[src/design/eoc_consts.svh]
`ifndef EOC_CONSTS_SVH
`define EOC_CONSTS_SVH

// ==================================================
// register map
`define EOC_ADDR_W          8
`define EOC_DATA_W          8
`define EOC_ADDR_CTRL       8'hB1
`define EOC_ADDR_IRQ_STAT   8'hB2
`define EOC_ADDR_IRQ_MASK   8'hB3
`define EOC_ADDR_MON        8'hB4

// ==================================================
// reset values
`define EOC_CTRL_RESET      8'h00
`define EOC_IRQ_RESET       2'h0

// ==================================================
// field positions
`define EOC_CTRL_VALID_BIT  7
`define EOC_CTRL_MODE_HI    6
`define EOC_CTRL_MODE_LO    4
`define EOC_CTRL_UNUSED_BIT 3
`define EOC_CTRL_FREQ_HI    2
`define EOC_CTRL_FREQ_LO    0
`define EOC_IRQ_W           2
`define EOC_IRQ_VALID_UP    0
`define EOC_IRQ_VALID_DOWN  1
`define EOC_MON_RUN_BIT     7
`define EOC_MON_QUAL_BIT    6
`define EOC_MON_LEVEL_BIT   5
`define EOC_MON_DIV_BIT     4

// ==================================================
// timing
`define EOC_CLK_PERIOD_NS   8
`define EOC_GAP_TIME_NS     100000
`define EOC_QUAL_EDGES      1024

`endif

[src/design/eoc_pkg.sv]
package eoc_pkg;

   // ==================================================
   // oscillator mode field encoding
   typedef enum logic [2:0] {
      EOC_MODE_OFF0      = 3'b000,
      EOC_MODE_OFF1      = 3'b001,
      EOC_MODE_CMOS      = 3'b010,
      EOC_MODE_CMOS_DIV2 = 3'b011,
      EOC_MODE_RC_DIV2   = 3'b100,
      EOC_MODE_CAP_DIV2  = 3'b101,
      EOC_MODE_XTAL      = 3'b110,
      EOC_MODE_XTAL_DIV2 = 3'b111
   } eoc_mode_t;

   // ==================================================
   // register bus request
   typedef struct packed {
      logic [7:0] addr;
      logic [7:0] wdata;
      logic       wr;
      logic       rd;
   } eoc_bus_req_t;

   // ==================================================
   // derived clock towards the clock switch
   typedef struct packed {
      logic tick;
      logic level;
   } eoc_clk_out_t;

   // ==================================================
   // drive circuit configuration towards the analog cell
   typedef struct packed {
      logic       drive_en;
      logic       xtal_pins;
      logic       cmos_in;
      eoc_mode_t  mode;
      logic [2:0] freq_range;
   } eoc_drive_cfg_t;

endpackage

[src/design/eoc_osc_monitor.sv]
`timescale 1ns/1ns
`default_nettype none
`include "eoc_consts.svh"

module eoc_osc_monitor #(
   parameter int GAP_CYCLES = `EOC_GAP_TIME_NS / `EOC_CLK_PERIOD_NS,
   parameter int QUAL_EDGES = `EOC_QUAL_EDGES
) (
   input  wire logic clk,
   input  wire logic rst,
   input  wire logic osc_pin_in,
   input  wire logic enable,
   input  wire logic restart,
   output logic      edge_pulse,
   output logic      level,
   output logic      running,
   output logic      qualified
);
   import eoc_pkg::*;

   localparam int GW = $clog2(GAP_CYCLES + 1);
   localparam int EW = $clog2(QUAL_EDGES + 1);
   localparam logic [GW-1:0] GAP_LAST  = GW'(GAP_CYCLES - 1);
   localparam logic [EW-1:0] EDGE_LAST = EW'(QUAL_EDGES - 1);

   typedef struct packed {
      logic          meta;
      logic          sync;
      logic          prev;
      logic [GW-1:0] gap;
      logic [EW-1:0] edges;
      logic          running;
      logic          qualified;
   } eoc_mon_state_t;

   eoc_mon_state_t s_q;
   eoc_mon_state_t s_d;
   logic           rise;

   // ==================================================
   // edge qualification
   always_comb begin
      s_d      = s_q;
      s_d.meta = osc_pin_in;
      s_d.sync = s_q.meta;
      s_d.prev = s_q.sync;
      rise     = s_q.sync & ~s_q.prev;
      if (!enable || restart) begin
         s_d.gap       = '0;
         s_d.edges     = '0;
         s_d.running   = 1'b0;
         s_d.qualified = 1'b0;
      end else if (rise) begin
         s_d.gap     = '0;
         s_d.running = 1'b1;
         if (s_q.edges != EDGE_LAST) begin
            s_d.edges = s_q.edges + EW'(1);
         end else begin
            s_d.qualified = 1'b1;
         end
      end else if (s_q.gap == GAP_LAST) begin
         // a stall longer than the slowest range means the oscillator died
         s_d.gap       = '0;
         s_d.edges     = '0;
         s_d.running   = 1'b0;
         s_d.qualified = 1'b0;
      end else begin
         s_d.gap = s_q.gap + GW'(1);
      end
   end

   always_ff @(posedge clk) begin
      if (rst) begin
         s_q <= '0;
      end else begin
         s_q <= s_d;
      end
   end

   assign edge_pulse = rise;
   assign level      = s_q.sync;
   assign running    = s_q.running;
   assign qualified  = s_q.qualified;

endmodule

`default_nettype wire

[src/design/eoc_top.sv]
// The address-and-strobe port was decided locally.
`timescale 1ns/1ns
`default_nettype none
`include "eoc_consts.svh"

module eoc_top #(
   parameter int GAP_CYCLES = `EOC_GAP_TIME_NS / `EOC_CLK_PERIOD_NS,
   parameter int QUAL_EDGES = `EOC_QUAL_EDGES
) (
   input  wire logic                  CLK,
   input  wire logic                  SYS_RST,
   input  wire eoc_pkg::eoc_bus_req_t BUS_REQ,
   output logic [7:0]                 BUS_RDATA,
   input  wire logic                  OSC_PIN_IN,
   output eoc_pkg::eoc_drive_cfg_t    OSC_CFG,
   output eoc_pkg::eoc_clk_out_t      EXT_CLK,
   output logic                       EXT_CLOCK_VALID,
   output logic                       IRQ
);
   import eoc_pkg::*;

   // ==================================================
   // state
   typedef struct packed {
      eoc_mode_t                mode;
      logic [2:0]               freq;
      logic [`EOC_IRQ_W-1:0]    stat;
      logic [`EOC_IRQ_W-1:0]    mask;
      logic                     valid;
      logic                     div;
      logic                     tick;
      logic                     level;
      logic [`EOC_DATA_W-1:0]   rdata;
   } eoc_state_t;

   eoc_state_t s_q;
   eoc_state_t s_d;

   logic       mon_edge;
   logic       mon_level;
   logic       mon_running;
   logic       mon_qualified;
   logic       mon_restart;

   // ==================================================
   // mode decoding
   function automatic logic mode_on(input eoc_mode_t m);
      mode_on = (m != EOC_MODE_OFF0) && (m != EOC_MODE_OFF1);
   endfunction

   function automatic logic mode_cmos(input eoc_mode_t m);
      mode_cmos = (m == EOC_MODE_CMOS) || (m == EOC_MODE_CMOS_DIV2);
   endfunction

   function automatic logic mode_div2(input eoc_mode_t m);
      case (m)
         EOC_MODE_CMOS_DIV2: mode_div2 = 1'b1;
         EOC_MODE_RC_DIV2:   mode_div2 = 1'b1;
         EOC_MODE_CAP_DIV2:  mode_div2 = 1'b1;
         EOC_MODE_XTAL_DIV2: mode_div2 = 1'b1;
         default:            mode_div2 = 1'b0;
      endcase
   endfunction

   function automatic logic mode_xtal(input eoc_mode_t m);
      mode_xtal = (m == EOC_MODE_XTAL) || (m == EOC_MODE_XTAL_DIV2);
   endfunction

   function automatic logic is_addr(input logic [7:0] a, input logic [7:0] ref_a);
      is_addr = (a == ref_a);
   endfunction

   // ==================================================
   // register read-back image
   function automatic logic [7:0] ctrl_image(input eoc_state_t s);
      logic [7:0] v;
      v                                       = '0;
      v[`EOC_CTRL_VALID_BIT]                  = s.valid;
      v[`EOC_CTRL_MODE_HI:`EOC_CTRL_MODE_LO]  = s.mode;
      v[`EOC_CTRL_UNUSED_BIT]                 = 1'b0;
      v[`EOC_CTRL_FREQ_HI:`EOC_CTRL_FREQ_LO]  = s.freq;
      ctrl_image                              = v;
   endfunction

   // ==================================================
   // activity monitor
   eoc_osc_monitor #(
      .GAP_CYCLES (GAP_CYCLES),
      .QUAL_EDGES (QUAL_EDGES)
   ) u_monitor (
      .clk        (CLK),
      .rst        (SYS_RST),
      .osc_pin_in (OSC_PIN_IN),
      .enable     (mode_on(s_q.mode)),
      .restart    (mon_restart),
      .edge_pulse (mon_edge),
      .level      (mon_level),
      .running    (mon_running),
      .qualified  (mon_qualified)
   );

   // ==================================================
   // next state
   logic                  wr_ctrl;
   logic                  wr_stat;
   logic                  wr_mask;
   logic                  valid_now;
   logic [`EOC_IRQ_W-1:0] set_ev;
   logic [`EOC_IRQ_W-1:0] clr_ev;
   eoc_mode_t             new_mode;

   always_comb begin
      s_d       = s_q;
      wr_ctrl   = BUS_REQ.wr && is_addr(BUS_REQ.addr, `EOC_ADDR_CTRL);
      wr_stat   = BUS_REQ.wr && is_addr(BUS_REQ.addr, `EOC_ADDR_IRQ_STAT);
      wr_mask   = BUS_REQ.wr && is_addr(BUS_REQ.addr, `EOC_ADDR_IRQ_MASK);
      new_mode  = eoc_mode_t'(BUS_REQ.wdata[`EOC_CTRL_MODE_HI:`EOC_CTRL_MODE_LO]);
      // any mode change restarts qualification; the new oscillator must prove itself
      mon_restart = wr_ctrl && (new_mode != s_q.mode);
      set_ev    = '0;
      clr_ev    = '0;

      // control register; bit 3 is simply not stored
      if (wr_ctrl) begin
         s_d.mode = new_mode;
         s_d.freq = BUS_REQ.wdata[`EOC_CTRL_FREQ_HI:`EOC_CTRL_FREQ_LO];
      end
      if (wr_mask) begin
         s_d.mask = BUS_REQ.wdata[`EOC_IRQ_W-1:0];
      end

      // valid flag: forced low in CMOS input modes and while off
      valid_now = mon_qualified && mode_on(s_q.mode) && !mode_cmos(s_q.mode)
                  && !mon_restart;
      s_d.valid = valid_now;
      set_ev[`EOC_IRQ_VALID_UP]   = valid_now && !s_q.valid;
      set_ev[`EOC_IRQ_VALID_DOWN] = !valid_now && s_q.valid;
      if (wr_stat) begin
         clr_ev = BUS_REQ.wdata[`EOC_IRQ_W-1:0];
      end
      // a new event outranks a simultaneous write-one-to-clear
      s_d.stat = (s_q.stat & ~clr_ev) | set_ev;

      // derived clock
      s_d.tick = 1'b0;
      if (!mode_on(s_q.mode) || mon_restart) begin
         s_d.div   = 1'b0;
         s_d.level = 1'b0;
      end else if (mode_div2(s_q.mode)) begin
         // toggling once per oscillator period halves its frequency with an even duty cycle
         if (mon_edge) begin
            s_d.div   = ~s_q.div;
            s_d.level = ~s_q.level;
            s_d.tick  = s_q.div;
         end
      end else begin
         s_d.div   = 1'b0;
         s_d.level = mon_level;
         s_d.tick  = mon_edge;
      end

      // read data, valid only in the cycle after the strobe
      s_d.rdata = '0;
      if (BUS_REQ.rd) begin
         case (BUS_REQ.addr)
            `EOC_ADDR_CTRL:     s_d.rdata = ctrl_image(s_q);
            `EOC_ADDR_IRQ_STAT: s_d.rdata = {{(8-`EOC_IRQ_W){1'b0}}, s_q.stat};
            `EOC_ADDR_IRQ_MASK: s_d.rdata = {{(8-`EOC_IRQ_W){1'b0}}, s_q.mask};
            `EOC_ADDR_MON: begin
               s_d.rdata[`EOC_MON_RUN_BIT]   = mon_running;
               s_d.rdata[`EOC_MON_QUAL_BIT]  = mon_qualified;
               s_d.rdata[`EOC_MON_LEVEL_BIT] = mon_level;
               s_d.rdata[`EOC_MON_DIV_BIT]   = s_q.div;
            end
            default:            s_d.rdata = '0;
         endcase
      end
   end

   // ==================================================
   // registers
   always_ff @(posedge CLK) begin
      if (SYS_RST) begin
         s_q       <= '0;
         s_q.mode  <= eoc_mode_t'(`EOC_CTRL_RESET >> `EOC_CTRL_MODE_LO);
         s_q.freq  <= 3'(`EOC_CTRL_RESET);
         s_q.stat  <= `EOC_IRQ_RESET;
         s_q.mask  <= `EOC_IRQ_RESET;
      end else begin
         s_q <= s_d;
      end
   end

   // ==================================================
   // outputs
   assign BUS_RDATA          = s_q.rdata;
   assign EXT_CLK.tick       = s_q.tick;
   assign EXT_CLK.level      = s_q.level;
   assign EXT_CLOCK_VALID    = s_q.valid;
   assign IRQ                = |(s_q.stat & s_q.mask);
   assign OSC_CFG.drive_en   = mode_on(s_q.mode);
   assign OSC_CFG.xtal_pins  = mode_xtal(s_q.mode);
   assign OSC_CFG.cmos_in    = mode_cmos(s_q.mode);
   assign OSC_CFG.mode       = s_q.mode;
   assign OSC_CFG.freq_range = s_q.freq;

endmodule

`default_nettype wire

[config.mk]
export PLATFORM = sky130hd
export DESIGN_NAME = eoc_top
export DESIGN_NICKNAME = d
export VERILOG_FILES = /design/src/design/eoc_pkg.sv /design/src/design/eoc_osc_monitor.sv /design/src/design/eoc_top.sv
export VERILOG_INCLUDE_DIRS = /design/src /design/src/design
export SDC_FILE = /design/constraint.sdc
export NUM_CORES = 1
export LEC_CHECK = 0
export ABC_CLOCK_PERIOD_IN_PS = 2450
export BUFFER_PORTS_ARGS = -buffer_cell sky130_fd_sc_hd__buf_2
export CORE_ASPECT_RATIO = 0.75
export CORE_UTILIZATION = 54
export CTS_CLUSTER_DIAMETER = 150
export DETAILED_ROUTE_END_ITERATION = 6
export GPL_TIMING_DRIVEN = 0
export PLACE_DENSITY = 0.77
export SYNTH_ARGS = -nofsm -noshare
export SYNTH_HDL_FRONTEND = slang
export SYNTH_SLANG_ARGS = --single-unit
[constraint.sdc]
create_clock -name CLK -period 2.45 [get_ports CLK]
set_clock_uncertainty 0.2 [all_clocks]
set_input_delay 0 -clock CLK [delete_from_list [all_inputs] [get_ports CLK]]
set_output_delay 0 -clock CLK [all_outputs]
set_load 0.03 [all_outputs]
==> run summary <==
Placed Cells -> 373
I/O pin count -> 42
vias in the first global route -> 1989
initial core utilization -> 56.4%
crit start category -> input port
Final Hold Vio Count -> 0
Core Rows -> 21
drt pass-1 iters -> 5
Worst Path Arrival -> 2.33 ns
r2r setup slk -> 0.24 ns
Skew-Pair Late Insertion Delay -> 0.31 ns
final setup TNS -> 0 ns
Slew @ Worst Pin -> 0.711 ns
GR Util All Layers -> 24.7%
FF-to-FF path depth -> 5
via count -> 2182
initial antenna violation count -> 0
Antenna Cells -> 0
Multi-input gate area -> 1310 um^2
Critical Path RT -> 2.49 ns
Crit Path Class -> in2reg
Pins Over Slew Limit -> 0
DIE WIDTH -> 80.9 um
maximum clock frequency -> 436 MHz
EDFF count, synth -> 0
die area -> 4950 um^2
Root Buffer -> clkbuf_8
Hold WS -> 0.0292 ns
# Max-Cap Violations -> 0
detailed placement HPWL -> 3.77 mm
hold path start -> BUS_REQ[11]
Post-route DRC -> 0
Layout fillers -> 375
post-route insts no fill -> 401
max_slew headroom -> 52.0%
post-layout min period -> 2.29 ns
Tightest Hold Check Type -> in2reg
post-synth design cell area -> 2520 um^2
yosys warns -> 0
ys flop type -> dfxtp_1
die span in y -> 61.2 um
post-route ant nets -> 0
fraction of registers with async set or reset after synthesis -> 0%
crit-path max FO -> 7
# clock sinks -> 51
Hold EP -> BUS_RDATA[1]
global route overflow -> 0
H-Tree Depth -> 2
Syn Inst Count -> 278
Final Setup Violations -> 0
flops & latches, synth -> 51
RSZ-0062 raised after global routing -> false
CTS clock-pin slew for the worst setup and hold paths -> 0.09 ns
Critical Path End Type -> flip-flop
share of cells above drive strength 1 -> 24.4%
Power Density -> 460 nW/um^2
Final period util -> 93.5%
mean area per synthesized cell -> 9.07 um^2
TritonCTS clock tree -> built
status -> finished, final reports clean
Core Area -> 4470 um^2
Yosys cell types -> 57
Setup Fix Bufs, Post-CTS -> 0
# port buffers -> 38
routability cong. -> 0.843
hold path depth -> 4
Reg area -> 1020 um^2
Post-Syn Nets -> 301
Vias/cell -> 5.44
Area Overhead vs Synth -> 22.3%
global-route wire length before repair -> 9.29 mm
largest net degree at the start of global routing -> 16
sequential-to-total area share from yosys stat -> 40.5%
Nets -> 366
number of buffers created by CTS -> 5
R2R Path Start -> OSC_CFG[0]
LEAKAGE -> 1.22 nW
DRT iter0 DRCs -> 141
Post-Route WL -> 5.53 mm
Max Buffers Root-to-Sink -> 2
VDD IR max -> 0.276 mV
R2R Path End -> BUS_RDATA[0]
routed len/inst -> 13.8 um
[worst max path at each step]
stage | start | end | slack, ns | cells past startpoint
2_1_floorplan | u_monitor.s_q[13] | u_monitor.s_q[15] | 0.65 | 7
6_report | BUS_REQ[13] | BUS_RDATA[1] | 0.16 | 7
3_3_place_gp | u_monitor.s_q[13] | u_monitor.s_q[4] | 0.35 | 6
5_1_grt | BUS_REQ[13] | BUS_RDATA[0] | 0.11 | 7
3_5_place_dp | u_monitor.s_q[13] | u_monitor.s_q[4] | 0.40 | 6
4_1_cts | BUS_REQ[12] | s_q[13] | 0.20 | 7
[per-layer routing]
metal	vias up	global-route usage (%)	wire [um]
met3	7	4.44	274
li1	1100	-	-
met5	-	0	0
met4	0	7.65	76
met2	57	40.2	2470
met1	1018	33.8	2700
[power by group]
group | switching [mW] | internal [mW] | total [mW] | leakage [nW]
clock network | 0.272 | 0.232 | 0.503 | 0.0484
registers | 0.00130 | 0.830 | 0.831 | 0.411
logic | 0.0424 | 0.0409 | 0.0833 | 0.762
total | 0.315 | 1.10 | 1.42 | 1.22
[synthesized netlist by cell type, drive strengths merged (3+ instances only)]
cell / instances / area share, %
or2: 3 / 0.74
a21oi: 10 / 2.0
nand4: 8 / 2.0
o211ai: 5 / 1.7
xor2: 14 / 4.9
and4: 4 / 1.4
nand3: 7 / 1.6
mux2i: 11 / 4.4
nor2: 39 / 5.8
clkbuf: 6 / 0.99
nand2b: 6 / 1.5
or3: 3 / 0.74
and2: 6 / 1.5
dfxtp: 51 / 40
nor2b: 8 / 2.0
a22oi: 6 / 1.8
buf: 22 / 6.4
inv: 3 / 0.45
o21ai: 6 / 1.3
nand2: 11 / 1.6
nor3: 10 / 2.2
[sequential cells by signal, indices dropped and copies added, names as in the netlist]
signal and count:
BUS_RDATA 7, EXT_CLK 2, EXT_CLOCK_VALID 1, OSC_CFG 6, s_q 5, u_monitor.level 1
u_monitor.qualified 1, u_monitor.running 1, u_monitor.s_d 1, u_monitor.s_q 26
[area by class of cell]
cell class,instances,area share [%]
Buffer,28,6.00
Timing Repair Buffer,58,12.7
Clock inverter,1,0.284
Multi-Input combinational cell,196,42.5
Inverter,3,0.365
Clock buffer,7,2.80
Tap cell,57,2.31
Sequential cell,51,33.1
[timing repair]
item / in CTS / in global routing
setup endpoints to repair: 0 / 1
hold buffers: 20 / 0
gates resized for setup: 0 / 1
hold endpoints to repair: 20 / 0
[cell usage in the layout (no fill, tap or decap), drive strengths merged, types with 2 or more instances in the layout]
cell type,Yosys,layout
inv,3,3
nand2,11,11
nand4,8,8
clkbuf,6,13
mux2,2,2
a41o,2,2
nor2,39,39
ha,2,2
or3,3,3
nand3b,2,2
o21ai,6,6
mux2i,11,11
nand3,7,7
and2,6,6
and4,4,4
nor4b,2,2
nand2b,6,6
and3,2,2
xnor2,2,2
buf,22,60
a21oi,10,10
nor4bb,2,2
nor4,2,2
nor3,10,10
nor2b,8,8
o221ai,2,2
o211ai,5,5
o31ai,2,2
nor3b,2,2
or2,3,3
a22oi,6,6
dlygate4sd3,0,20
xor2,14,14
dfxtp,51,51
[logic make-up after synthesis]
logic type                 after synthesis  share of synthesized area (%)
xor gates and xnor gates                16                           5.56
other                                    1                          0.149
AOI/OAI and AO/OA                       43                           12.4
buffers and inverters                   31                           7.79
DFF                                     51                           40.5
adders and majority gates                2                          0.992
muxes                                   13                           5.26
and+or+nand+nor                        121                           27.3
[worst max-delay path, cell delays in order]
cell	delay, ns
dlygate4sd3_1	0.56
buf_2	0.18
nor3_1	0.26
dlygate4sd3_1	0.59
nand2_1	0.07
dlygate4sd3_1	0.56
nor2_1	0.12
[per-stage QoR]
stage / util [%] / cell area [um^2] / power [mW] / setup WS [ns]
2_1_floorplan: - / 2520 / 0.882 / 0.655
3_3_place_gp: 62.3 / 2780 / 0.913 / 0.349
3_5_place_dp: 62.3 / 2780 / 0.914 / 0.395
4_1_cts: 68.9 / 3080 / 1.43 / 0.198
5_1_grt: 69.0 / 3080 / 1.47 / 0.108
6_report: 69.0 / 3080 / 1.42 / 0.159
(Power assumes the default switching activity.)
